### src/hw/nfpi_map.vh
// Constants for the flash pin interface block.
`ifndef NFPI_MAP_VH
`define NFPI_MAP_VH
`define NFPI_SR_RESET      8'h80
`define NFPI_RCR_RESET     16'h0000
`define NFPI_RCR_POL_BIT   10
`define NFPI_RCR_SYNC_BIT  15
`define NFPI_CMD_READ      8'hFF
`define NFPI_CMD_STATUS    8'h70
`define NFPI_CMD_CLRSTAT   8'h50
`define NFPI_CMD_RCR_SETUP 8'h60
`define NFPI_CMD_RCR_CONF  8'h03
`define NFPI_CMD_UNLOCK    8'hD0
`define NFPI_CMD_LOCKDOWN  8'h2F
`define NFPI_CMD_PROG      8'h40
`define NFPI_SR_LOCKERR    8'h02
`define NFPI_SR_PROGERR    8'h10
`define NFPI_LAT_RESET     4'h3
`endif
### src/hw/nfpi_core.v
// Pin-level interface logic of a parallel flash device, sampled on one clock.
`timescale 1ns/1ns
`default_nettype none
`include "nfpi_map.vh"

// Behaviour
// - Synchronous reads latch address on strobe rise or first clock edge with strobe low.
// - Asynchronous mode holds address at strobe rise, passes it while strobe low.
// - Select low activates logic; select high means standby, data and wait float.
// - Data drivers on only while output enable low on reads; else float.
// - Reset low clears automation and refuses all writes.
// - Leaving reset enters asynchronous read-array mode.
// - Write-protect low enforces lock-down; locked-down blocks reject unlock.
// - Write-protect high bypasses lock-down so locked-down blocks can be unlocked and then programmed.
// - Writes capture address and data on first rising edge of strobe or select.
// - Sixteen-bit data bus: host writes commands, device drives register and array reads.
// - Read configuration bit ten selects the wait output polarity.
// - Synchronous reads assert wait until output data is valid.
// - Wait stays deasserted in asynchronous reads and all writes.
// - Wait driven only while select and output enable are both low.
// - Status register loads 0x80 after reset.
module nfpi_core #(
   parameter AW     = 26,               // Address width.
   parameter NBLK   = 16,               // Lockable block count.
   parameter BLKW   = 4                 // Block index width.
) (
   input  wire          clk_in,         // System clock, 20 MHz.
   input  wire          rst_b_in,       // Asynchronous reset, active low.
   input  wire [AW-1:0] addr_in,        // Address pins.
   input  wire          address_valid_n_in, // Address valid strobe, active low.
   input  wire          dev_sel_n_in,   // Device select, active low.
   input  wire          out_en_n_in,    // Output enable, active low.
   input  wire          wr_en_n_in,     // Write strobe, active low.
   input  wire          wr_prot_n_in,   // Write protect, active low.
   input  wire          flash_clk_in,   // Synchronous read clock pin.
   input  wire          pin_rst_n_in,   // Device reset pin, active low.
   input  wire [15:0]   dq_in,          // Data bus input side.
   input  wire [15:0]   array_data_in,  // Array data for the decoded address.
   input  wire          array_valid_in, // Array data is valid.
   output reg  [15:0]   dq_out,         // Data bus output side.
   output reg           dq_oe_out,      // Data bus drive enable.
   output reg           wait_out,       // Wait pin level.
   output reg           wait_oe_out,    // Wait pin drive enable.
   output reg  [AW-1:0] array_addr_out, // Address to array decode.
   output reg           active_out,     // Internal logic active, not standby.
   output reg           prog_req_out,   // One-cycle program request pulse.
   output reg  [15:0]   prog_data_out,  // Data for the program request.
   output reg  [7:0]    status_out,     // Status register contents.
   output reg  [15:0]   read_config_reg_out // Read configuration register.
);

////////////////////////////////////////////////////////////////////////////////
// Pin synchronisers.

localparam NS = AW + 23;
// Synchronisers reset with strobes and selects high and the reset pin low, so no false strobe edge follows reset.
localparam [NS-1:0] S_IDLE = {{AW{1'b0}}, 16'h0000, 7'h78};
reg [NS-1:0] s1_q;
reg [NS-1:0] s2_q;
wire [NS-1:0] pins = {addr_in, dq_in, address_valid_n_in, dev_sel_n_in, out_en_n_in,
                      wr_en_n_in, wr_prot_n_in, flash_clk_in, pin_rst_n_in};

// Two flops on every pin before use.
always @(posedge clk_in or negedge rst_b_in) begin
   if (!rst_b_in) begin
      s1_q <= S_IDLE;
      s2_q <= S_IDLE;
   end else begin
      s1_q <= pins;
      s2_q <= s1_q;
   end
end

wire [AW-1:0] a_s   = s2_q[NS-1:23];
wire [15:0]   d_s   = s2_q[22:7];
wire          adv_s = s2_q[6];
wire          ce_s  = s2_q[5];
wire          oe_s  = s2_q[4];
wire          we_s  = s2_q[3];
wire          wp_s  = s2_q[2];
wire          fck_s = s2_q[1];
wire          rst_s = s2_q[0];

reg           adv_p_q;
reg           ce_p_q;
reg           we_p_q;
reg           fck_p_q;
reg [AW-1:0]  lat_q;
reg [AW-1:0]  wa_q;
reg           cap_q;
reg [15:0]    wd_q;
reg [7:0]     sr_q;
reg [15:0]    rcr_q;
reg [1:0]     mode_q;
reg [1:0]     pend_q;
reg           wact_q;
reg [3:0]     lat_cnt_q;
reg [NBLK-1:0] locked_q;
reg [NBLK-1:0] ldown_q;

localparam M_ARRAY  = 2'b00;
localparam M_STATUS = 2'b01;
localparam M_CONFIG = 2'b10;
localparam P_NONE   = 2'b00;
localparam P_RCR    = 2'b01;
localparam P_PROG   = 2'b10;

wire adv_rise = adv_s & ~adv_p_q;
wire fck_rise = fck_s & ~fck_p_q;
wire sync_md  = rcr_q[`NFPI_RCR_SYNC_BIT];
wire sel      = ~ce_s & rst_s;
wire wr_end   = wact_q & ((we_s & ~we_p_q) | (ce_s & ~ce_p_q));
wire [AW-1:0] wr_addr = wa_q;

// Block index of an address.
function [BLKW-1:0] blk;
   input [AW-1:0] a;
   begin
      blk = a[AW-1:AW-BLKW];
   end
endfunction

////////////////////////////////////////////////////////////////////////////////
// Address latch, write capture, command decode.

always @(posedge clk_in or negedge rst_b_in) begin
   if (!rst_b_in) begin
      adv_p_q <= 1'b1;
      ce_p_q <= 1'b1;
      we_p_q <= 1'b1;
      fck_p_q <= 1'b0;
      lat_q <= {AW{1'b0}};
      wa_q <= {AW{1'b0}};
      cap_q <= 1'b0;
      wd_q <= 16'h0000;
      sr_q <= `NFPI_SR_RESET;
      rcr_q <= `NFPI_RCR_RESET;
      mode_q <= M_ARRAY;
      pend_q <= P_NONE;
      wact_q <= 1'b0;
      locked_q <= {NBLK{1'b1}};
      ldown_q <= {NBLK{1'b0}};
      prog_req_out <= 1'b0;
      prog_data_out <= 16'h0000;
   end else begin
      adv_p_q <= adv_s;
      ce_p_q <= ce_s;
      we_p_q <= we_s;
      fck_p_q <= fck_s;
      prog_req_out <= 1'b0;
      if (!rst_s) begin
         sr_q <= `NFPI_SR_RESET;
         cap_q <= 1'b0;
         rcr_q <= `NFPI_RCR_RESET;
         mode_q <= M_ARRAY;
         pend_q <= P_NONE;
         wact_q <= 1'b0;
         locked_q <= {NBLK{1'b1}};
         ldown_q <= {NBLK{1'b0}};
      end else begin
         if (!sync_md) begin
            if (!adv_s) lat_q <= a_s;
         end else if (!cap_q && ((!adv_s && fck_rise) || adv_rise)) begin
            lat_q <= a_s;
         end
         // capture once per strobe
         // Later clock edges must not move an address that is already taken.
         if (adv_s || !sel) begin
            cap_q <= 1'b0;
         end else if (sync_md && fck_rise) begin
            cap_q <= 1'b1;
         end
         // track write window, address and data follow pins
         if (!ce_s && !we_s && oe_s) begin
            wact_q <= 1'b1;
            wd_q <= d_s;
            wa_q <= a_s;
         end
         if (wr_end) begin
            wact_q <= 1'b0;
            pend_q <= P_NONE;
            if (pend_q == P_PROG) begin
               if (locked_q[blk(wr_addr)]) begin
                  sr_q <= sr_q | `NFPI_SR_LOCKERR | `NFPI_SR_PROGERR;
               end else begin
                  prog_req_out <= 1'b1;
                  prog_data_out <= wd_q;
               end
               mode_q <= M_STATUS;
            end else if (pend_q == P_RCR && wd_q[7:0] == `NFPI_CMD_RCR_CONF) begin
               rcr_q <= wr_addr[15:0];
               mode_q <= M_ARRAY;
            end else if (pend_q == P_RCR && wd_q[7:0] == `NFPI_CMD_UNLOCK) begin
               // lock-down resists unlock only with protect low
               if (wp_s || !ldown_q[blk(wr_addr)]) locked_q[blk(wr_addr)] <= 1'b0;
               mode_q <= M_ARRAY;
            end else if (pend_q == P_RCR && wd_q[7:0] == `NFPI_CMD_LOCKDOWN) begin
               ldown_q[blk(wr_addr)] <= 1'b1;
               locked_q[blk(wr_addr)] <= 1'b1;
               mode_q <= M_ARRAY;
            end else begin
               case (wd_q[7:0])
                  `NFPI_CMD_READ:      mode_q <= M_ARRAY;
                  `NFPI_CMD_STATUS:    mode_q <= M_STATUS;
                  `NFPI_CMD_CLRSTAT:   sr_q <= `NFPI_SR_RESET;
                  `NFPI_CMD_RCR_SETUP: pend_q <= P_RCR;
                  `NFPI_CMD_PROG:      pend_q <= P_PROG;
                  default:             mode_q <= mode_q;
               endcase
            end
         end
      end
   end
end

////////////////////////////////////////////////////////////////////////////////
// Read path, wait and drivers.

wire drive = sel & ~oe_s & we_s;
wire start = sel & ~adv_s & (adv_p_q | ce_p_q);
reg [15:0] rd_d;

// Read data select by mode.
always @* begin
   case (mode_q)
      M_STATUS: rd_d = {8'h00, sr_q};
      M_CONFIG: rd_d = rcr_q;
      default:  rd_d = array_data_in;
   endcase
end

always @(posedge clk_in or negedge rst_b_in) begin
   if (!rst_b_in) begin
      lat_cnt_q <= 4'h0;
      dq_out <= 16'h0000;
      dq_oe_out <= 1'b0;
      wait_out <= 1'b0;
      wait_oe_out <= 1'b0;
      array_addr_out <= {AW{1'b0}};
      active_out <= 1'b0;
      status_out <= `NFPI_SR_RESET;
      read_config_reg_out <= `NFPI_RCR_RESET;
   end else begin
      // count sync latency from clock edges
      if (!sync_md || !sel) lat_cnt_q <= 4'h0;
      else if (start) lat_cnt_q <= `NFPI_LAT_RESET;
      else if (fck_rise && lat_cnt_q != 4'h0) lat_cnt_q <= lat_cnt_q - 4'h1;
      // flow-through while strobe low in async mode
      array_addr_out <= (!sync_md && !adv_s) ? a_s : lat_q;
      active_out <= sel;
      dq_oe_out <= drive;
      dq_out <= rd_d;
      // wait driven only with select and output enable low
      wait_oe_out <= sel & ~oe_s;
      // polarity, deasserted in async and writes
      wait_out <= rcr_q[`NFPI_RCR_POL_BIT] ^~
                  (sync_md & we_s & ((lat_cnt_q != 4'h0) | ~array_valid_in));
      status_out <= sr_q;
      read_config_reg_out <= rcr_q;
   end
end

endmodule
`default_nettype wire

### config.mk
export PLATFORM = sky130hd
export DESIGN_NAME = nfpi_core
export DESIGN_NICKNAME = d
export VERILOG_FILES = /design/src/hw/nfpi_core.v
export VERILOG_INCLUDE_DIRS = /design/src /design/src/hw
export SDC_FILE = /design/constraint.sdc
export NUM_CORES = 1
export LEC_CHECK = 0
export BUFFER_PORTS_ARGS = -buffer_cell sky130_fd_sc_hd__buf_2
export CORE_ASPECT_RATIO = 0.6
export CORE_MARGIN = 1
export CORE_UTILIZATION = 60
export DETAILED_ROUTE_END_ITERATION = 8
export HOLD_SLACK_MARGIN = 0.15
export PLACE_DENSITY = 0.87
export SETUP_SLACK_MARGIN = 0.2
export SYNTH_ARGS = -nofsm -noshare
export SYNTH_HDL_FRONTEND = slang
export SYNTH_SLANG_ARGS = --single-unit
### constraint.sdc
create_clock -name clk_in -period 5.82 [get_ports clk_in]
set_clock_uncertainty 0.2 [all_clocks]
set_input_delay 0.873 -clock clk_in [delete_from_list [all_inputs] [get_ports clk_in]]
set_output_delay 0.873 -clock clk_in [all_outputs]
set_load 0.03 [all_outputs]
# Yosys cells after proc, flatten, opt, wreduce, memory -nomap -nowiden
# Index checks and enable logic that the tools add are counted.
# totals
regBits,323
inputBits,68
output_inout_bits,87
word_cells,189
# op_classes
addsub,1
magnitude_cmp,2
n_eq_ne,32
n_mux,63
n_bitwise,29
n_reduce_logical,33
# op_table
cell,count
$mux 16,17
$mux 26,4
$mux 8,7
$eq 8x7->1 const B,4
$or 16x16->16,2
$pmux 16 s2,1
$mux 2,12
$and 16x16->16,1
$eq 8x8->1 const B,2
$not 16->16,1
$mux 1,13
$and 1x1->1,12
$mux 4,3
$ne 2x1->1 const B,6
$ne 3x1->1 const B,4
$reduce_and 6->1,2
$logic_and 1x1->1,11
$reduce_and 5->1,2
$ne 3x3->1 const B,3
$not 1->1,9
$bmux 1 s4,2
$eq 8x2->1 const B,1
$eq 8x6->1 const B,1
$ne 2x2->1 const B,4
other kinds (19),36

# Logic depth before layout (Yosys ltp)
# Gate-level depths: netlist of the first run.
# depth
depth_word,12
depth_mapped,8
mapped_depth_nobuf,7

# Worst setup path after synthesis of the first run
# OpenSTA, ideal clock, no wires.
# synth_timing
kind,register -> register
from,register wa_q[22]
to,register prog_data_out[10]
setup_ns,0.125
arrival_time_ns,2.120
required_ns,5.495
slack_ns,3.376
stages_incl_launch_ff,9
n_path_buf,3
period_less_slack_ns,2.444
cell_sequence,dfrtp_1 buf_6 mux4_1 mux2i_1 mux2_2 and2_1 buf_2 buf_6 mux2_2
# synth_between
elab_chain_cells,4
# synth_rtl
element,line_no,rtl
"start, declared",nfpi_core.v:89,reg [AW-1:0] wa_q;
"start signal, assigned",nfpi_core.v:133,wa_q <= {AW{1'b0}};
"start signal, assigned",nfpi_core.v:177,wa_q <= a_s;
$bmux 1 s4,nfpi_core.v:183,if (locked_q[blk(wr_addr)]) begin
$mux 1 (not written as such),nfpi_core.v:183,
$not 1->1 (no source line),--,
$reduce_and 4->1 (no source line),--,
"end signal, assigned",nfpi_core.v:187,prog_data_out <= wd_q;
"end, declared",nfpi_core.v:47,"output reg [15:0] prog_data_out,"
# Every way passes these cells. The select of a mux whose other input is x is not followed.
# A chain may end at the register's enable or synchronous reset.

# Worst setup path in the final report of the first run
# layout_timing
from,register wa_q[25]
to,register prog_data_out[10]
# The elaborated chain is that of the path after synthesis.

==> impl_metrics.toml, run 1 <==
[die]
std_cell_rows = 37
die-area_um2 = 18320
core_area_um2 = 17270
start_util_pct = 61.71
top_level_ports = 155
dieHeight_um = 105.2
die_w_um = 174.1

[pwr]
cellLeakagePower_nw = 5.767
total_power_mw = 4.526
cellPowerDensity_nw_per_um2 = 361.0
ir_drop_v = 0.0002472

[synth]
synth_cell_types = 50
ys.flop_type = "dfrtp_1"
synth-edff-count = 0
avgSynthCellArea_um2 = 15.14
synth_seq_cells = 304
async_flop_share_pct = 100.0
synth_cells = 704
yosysWarnings = 0
yosysSeqAreaShare_pct = 71.73
synth_area_um2 = 10660

[critical_path]
rr_startpoint = "wa_q[25]"
end_kind = "flip-flop"
required_ps = 6040
worstSetupPathType = "flip-flop to flip-flop"
rr_worst_depth = 5
crit_slowest_cell = "dfrtp_1"
cpPeakStageDelay_ps = 880
rrSetupSlack_ps = 2790
rr_endpoint = "prog_data_out[10]"
cp-start-kind = "flip-flop"
crit_chain = "mux4_1 -> mux2i_1 -> mux2_2 -> and2_1 -> mux2_2"
path_common_cell = "mux2_2"
worstPathArrival_ps = 3240
critPathMaxFanout = 23

[route]
wl_per_cell_um = 18.08
via_per_inst = 5.468
drt_iter0_markers = 391
vias = 6064
firstDrtPassIters = 5
final_antenna_net_count = 0
drc_errors = 0
routed_wl_um = 20050

[timing]
fmaxAchievable_mhz = 330.5
rsz0062_at_grt = "no"
setup_viol = 0
period_needed_ps = 3026
setup-tns-final_ps = 0
hold_viol = 0
drv_slew = 0
fin_crit_sh_pct = 51.99
maxSlewHeadroom_pct = 22.22
worst_slew_pin_slew_ps = 1164

[placement]
portBuffers = 149
place.gp.congestion = 0.9018
place.detailed.hpwl_um = 12580

[grt]
grt_pass1_wl_um = 33120
grtUsageTotal_pct = 23.09
grt_antenna_before_repair = 2
grt.overflow.total = 0
grt_max_degree = 135
first_global_vias = 6221

[cts]
clk_pin_slew_ps = 70
cts_buffer_depth = 3
clock_latency_ps = 530
htree_levels = 1
cts_tree = "yes"
cts.sinks = 304
clockRootBuffer = "clkbuf_16"
cts_buffers = 26

[cells_and_area]
nets = 923
fillers = 1086
post-route-util_pct = 72.61
areaGrowthSynthToFinish_pct = 17.66
drive_gt1_share_pct = 39.36

[job]
max_cap_violations = 0

[status]
status = "completed"

[worst_hold_path]
holdCritPathClass = "input port to async pin"
[cell families after synthesis]
kind of cell,count (synthesis),synth area share (%)
xor+xnor,3,0.2466
flops,304,71.73
compound gates,75,4.474
mux,118,13.53
simple gates,156,7.867
buf+inv,46,2.008
other cells,1,0.03519
fa+ha+maj,1,0.1174
[where the power goes]
group          internal, mW  switching [mW]  total, mW  leakage (nW)
sequential             2.26           0.111       2.37          3.70
clock                  1.04           0.757       1.79         0.441
combinational         0.152           0.206      0.358          1.62
total                  3.45            1.07       4.53          5.77
[metrics by stage]
stage	hold WS (ps)	instances	setup WS (ps)	area (um2)
after floorplan	131.2	708	3376	10670
after global placement	131.5	1058	2827	11610
after detailed placement	134.7	1058	2793	11610
after CTS	150.2	1108	2784	12540
after global routing	153.1	1108	2606	12540
final	134.7	1109	2794	12540
[worst max path at each step]
stage	slack, ps	end	cells past startpoint	from
final	2790	prog_data_out[10]	5	wa_q[25]
after global routing	2610	prog_data_out[10]	5	wa_q[25]
after CTS	2780	prog_data_out[10]	5	wa_q[22]
after detailed placement	2790	prog_data_out[10]	5	wa_q[22]
after global placement	2830	prog_data_out[9]	5	wa_q[22]
after floorplan	3380	prog_data_out[10]	8	wa_q[22]
[what timing repair did]
item	4_1_cts	5_1_grt
gates resized for setup	0	0
hold buffers	2	0
buffers inserted	0	0
endpoints found under the hold margin	2	0
[synth_stat cells, types with 5 or more instances]
cell type,number,area share (%)
a21oi_1,32,1.5
a2bb2oi_1,7,0.58
a311oi_1,5,0.41
a31oi_1,8,0.47
buf_4,6,0.42
clkbuf_1,25,0.88
dfrtp_1,275,65
dfstp_2,29,7.2
inv_1,8,0.28
mux2_2,106,11
mux4_1,7,1.7
nand2_1,49,1.7
nand2b_1,16,0.94
nand3_1,5,0.23
nand4_1,8,0.47
nor2_1,28,0.99
nor2b_1,21,1.2
o21a_1,8,0.56
o21ai_0,8,0.38
[critical path, delay by kind of cell (launching register included)]
kind             cells  cell delay (ps)
AND/OR/NAND/NOR      1              640
multiplexers         4             1190
flip-flops           1              880
[flip-flops by register name, indices dropped and copies added, names as in the netlist, 2 cells and up]
| signal | count |
|---|---|
| array_addr_out | 26 |
| sr_q | 2 |
| wd_q | 16 |
| wa_q | 20 |
| lat_q | 26 |
| s2_q | 49 |
| read_config_reg_out | 16 |
| status_out | 2 |
| lat_cnt_q | 4 |
| rcr_q | 16 |
| ldown_q | 16 |
| locked_q | 16 |
| pend_q | 2 |
| s1_q | 49 |
| prog_data_out | 16 |
| dq_out | 16 |
[per-layer routing]
layer | track usage, % | vias to the layer above | share of wire (%)
li1 | - | 2740 | -
met1 | 35.81 | 3093 | 48
met2 | 33.86 | 206 | 44
met3 | 5.195 | 23 | 6.5
met4 | 5.075 | 2 | 1.4
met5 | 0 | - | 0.065
[cell usage in the layout, fill, tap and decap left out, types with 5 or more instances in the layout]
cell / count
dfrtp_1: 275
buf_2: 148
mux2_2: 106
nand2_1: 49
a21oi_1: 32
dfstp_2: 29
nor2_1: 26
clkbuf_16: 26
nor2b_1: 21
nand2b_1: 16
inv_1: 8
o21ai_0: 8
o21a_1: 8
nand4_1: 8
a31oi_1: 8
mux4_1: 7
a2bb2oi_1: 7
clkbuf_8: 6
nand3_1: 5
a311oi_1: 5
conb_1: 5
clkinv_2: 5
[final cells by class]
| class | instances | area (um2) | area share (%) |
|---|---|---|---|
| multi-input cells | 358 | 2840 | 22.65 |
| clock buffers | 35 | 744.5 | 5.938 |
| flip-flops and latches | 304 | 7644 | 60.96 |
| repair buffers | 155 | 818.3 | 6.526 |
| well taps | 234 | 292.8 | 2.335 |
| inverters | 9 | 33.78 | 0.2694 |
| diodes | 1 | 2.502 | 0.01996 |
| clock inverters | 13 | 162.7 | 1.297 |
Note: power is estimated with default switching activity, not from simulation.
==> run 2: changes to the inputs <==
CORE_UTILIZATION = 51   (was 60)
PLACE_DENSITY = 0.79   (was 0.87)
clock period = 2.5 ns   (was 5.82 ns; I/O delays follow)
==> impl_metrics.toml, run 2 (same netlist as run 1, synthesis figures left out) <==
[critical_path]
worstPathArrival_ps = 2540
required_ps = 2710
rr_startpoint = "wa_q[22]"
critPathMaxFanout = 5
rr_endpoint = "prog_data_out[8]"
end_kind = "flip-flop"
cp-start-kind = "flip-flop"
rr_worst_depth = 7
worstSetupPathType = "flip-flop to flip-flop"
rrSetupSlack_ps = 170

[grt]
grt_pass1_wl_um = 37480
grt_antenna_before_repair = 0
grt.overflow.total = 0
grt_max_degree = 85
grtUsageTotal_pct = 22.46
first_global_vias = 6870

[timing]
rsz0062_at_grt = "yes"
setup-tns-final_ps = 0
hold_viol = 0
worst_slew_pin_slew_ps = 657.8
fin_crit_sh_pct = 93.31
period_needed_ps = 2333
fmaxAchievable_mhz = 428.7
maxSlewHeadroom_pct = 56.14
whs_ps = 147.6
drv_slew = 0
setup_viol = 0

[cells_and_area]
fillers = 1394
layout_common_cells = "dfrtp_1, buf_2, mux2_2"
stdcell_count = 1257
antenna_cells = 0
drive_gt1_share_pct = 40.45
nets = 1034
final_common_cell = "dfrtp_1"
top_regs = "s1_q (49), s2_q (49)"
areaGrowthSynthToFinish_pct = 29.25

[die]
start_util_pct = 52.70
top_level_ports = 155
die-area_um2 = 21500
die_w_um = 188.6
core_area_um2 = 20220
dieHeight_um = 114.0
std_cell_rows = 40

[pwr]
ir_drop_v = 0.0005125
switching_power_mw = 2.556
p_sw_share_pct = 24.09
seqPwrFrac_pct = 51.8
internal_power_mw = 8.055
total_power_mw = 10.61
combPwrFrac_pct = 10.9
p_clk_share_pct = 37.4
cellPowerDensity_nw_per_um2 = 770.4
cellLeakagePower_nw = 6.288

[route]
vias = 6593
drc_errors = 0
routed_wl_um = 23450
firstDrtPassIters = 5
drt_iter0_markers = 441
wl_per_cell_um = 18.66
final_antenna_net_count = 0
via_per_inst = 5.245

[placement]
dp.cells = 1131
place.gp.congestion = 0.9316
place.detailed.hpwl_um = 14440
portBuffers = 149

[cts]
cts_buffer_depth = 3
cts_buffers = 27
htree_levels = 1
clk_pin_slew_ps = 70
cts.sinks = 304
clockRootBuffer = "clkbuf_16"
clock_latency_ps = 530
cts_tree = "yes"

[job]
max_cap_violations = 0

[status]
status = "completed"

[worst_hold_path]
holdCritPathClass = "flip-flop to flip-flop"
hold_depth = 0
hold_path_end = "s2_q[11]"
hp-start = "s1_q[11]"
run 2: cell types whose count changed in the layout (fill, tap and decap cells not counted), sizes merged:
cell / change
buf: +40
o21ai: +1
inv: -1
diode: -1
clkinvlp: -1
clkinv: -2
bufinv: -2
dlygate4sd3: +68
clkbuf: +7
run 2: worst max-delay path by stage:
| stage | startpoint | depth (start not counted) | endpoint | slack (ps) |
|---|---|---|---|---|
| after floorplan | wa_q[22] | 8 | prog_data_out[10] | 180 |
| after global placement | wa_q[22] | 5 | locked_q[10] | 10 |
| after detailed placement | wa_q[22] | 5 | locked_q[10] | -60 |
| after CTS | wa_q[25] | 5 | locked_q[9] | 110 |
| after global routing | wa_q[22] | 7 | prog_data_out[8] | 70 |
| final | wa_q[22] | 7 | prog_data_out[8] | 170 |
run 2: metal layers:
layer	wire length (um)	global-route usage (%)
met5	0	0
met3	1746	4.369
met2	10520	33.68
met1	10890	34.53
met4	304	4.301
run 2: power by group through the flow:
| stage | sequential [mW] | clock, mW | combinational [mW] |
|---|---|---|---|
| floorplan | 5.63 | 0 | 0.467 |
| global placement | 5.55 | 0 | 0.990 |
| detailed placement | 5.57 | 0 | 1.01 |
| CTS | 5.48 | 4.04 | 1.14 |
| global route | 5.53 | 4.28 | 1.24 |
| finish | 5.49 | 3.97 | 1.15 |
run 2: layout make-up:
type,count,area [um2],area share (%)
flip-flops and latches,304,7647,55.52
inverters,9,33.78,0.2453
clock inverters,7,63.81,0.4633
repair buffers,264,1941,14.09
clock buffers,41,778.2,5.650
well taps,273,341.6,2.480
multi-input cells,359,2968,21.55
run 2: critical path, cell delays in order, from the launching register on:
cell       delay [ps]
dfrtp_2           410
buf_12            130
mux4_2            480
mux2i_1           150
mux2_4            180
and2_4            200
clkbuf_16         160
mux2_4            300
run 2: per-stage QoR:
step	worst slack [ps]	instance area, um2	util (%)
6_report	167.2	13770	68.12
5_1_grt	73.44	13770	68.12
4_1_cts	106.7	13640	67.48
3_5_place_dp	-62.45	12050	59.59
3_3_place_gp	12.32	12050	59.59
2_1_floorplan	180.6	10720	-
run 2: repair_timing:
item | 4_1_cts | 5_1_grt
gates resized for setup | 11 | 19
endpoints found under the hold margin | 318 | 0
hold buffers | 70 | 0
endpoints found under the setup margin | 35 | 58
pin swaps | 6 | 8
buffers inserted | 4 | 2
cloned | 0 | 2
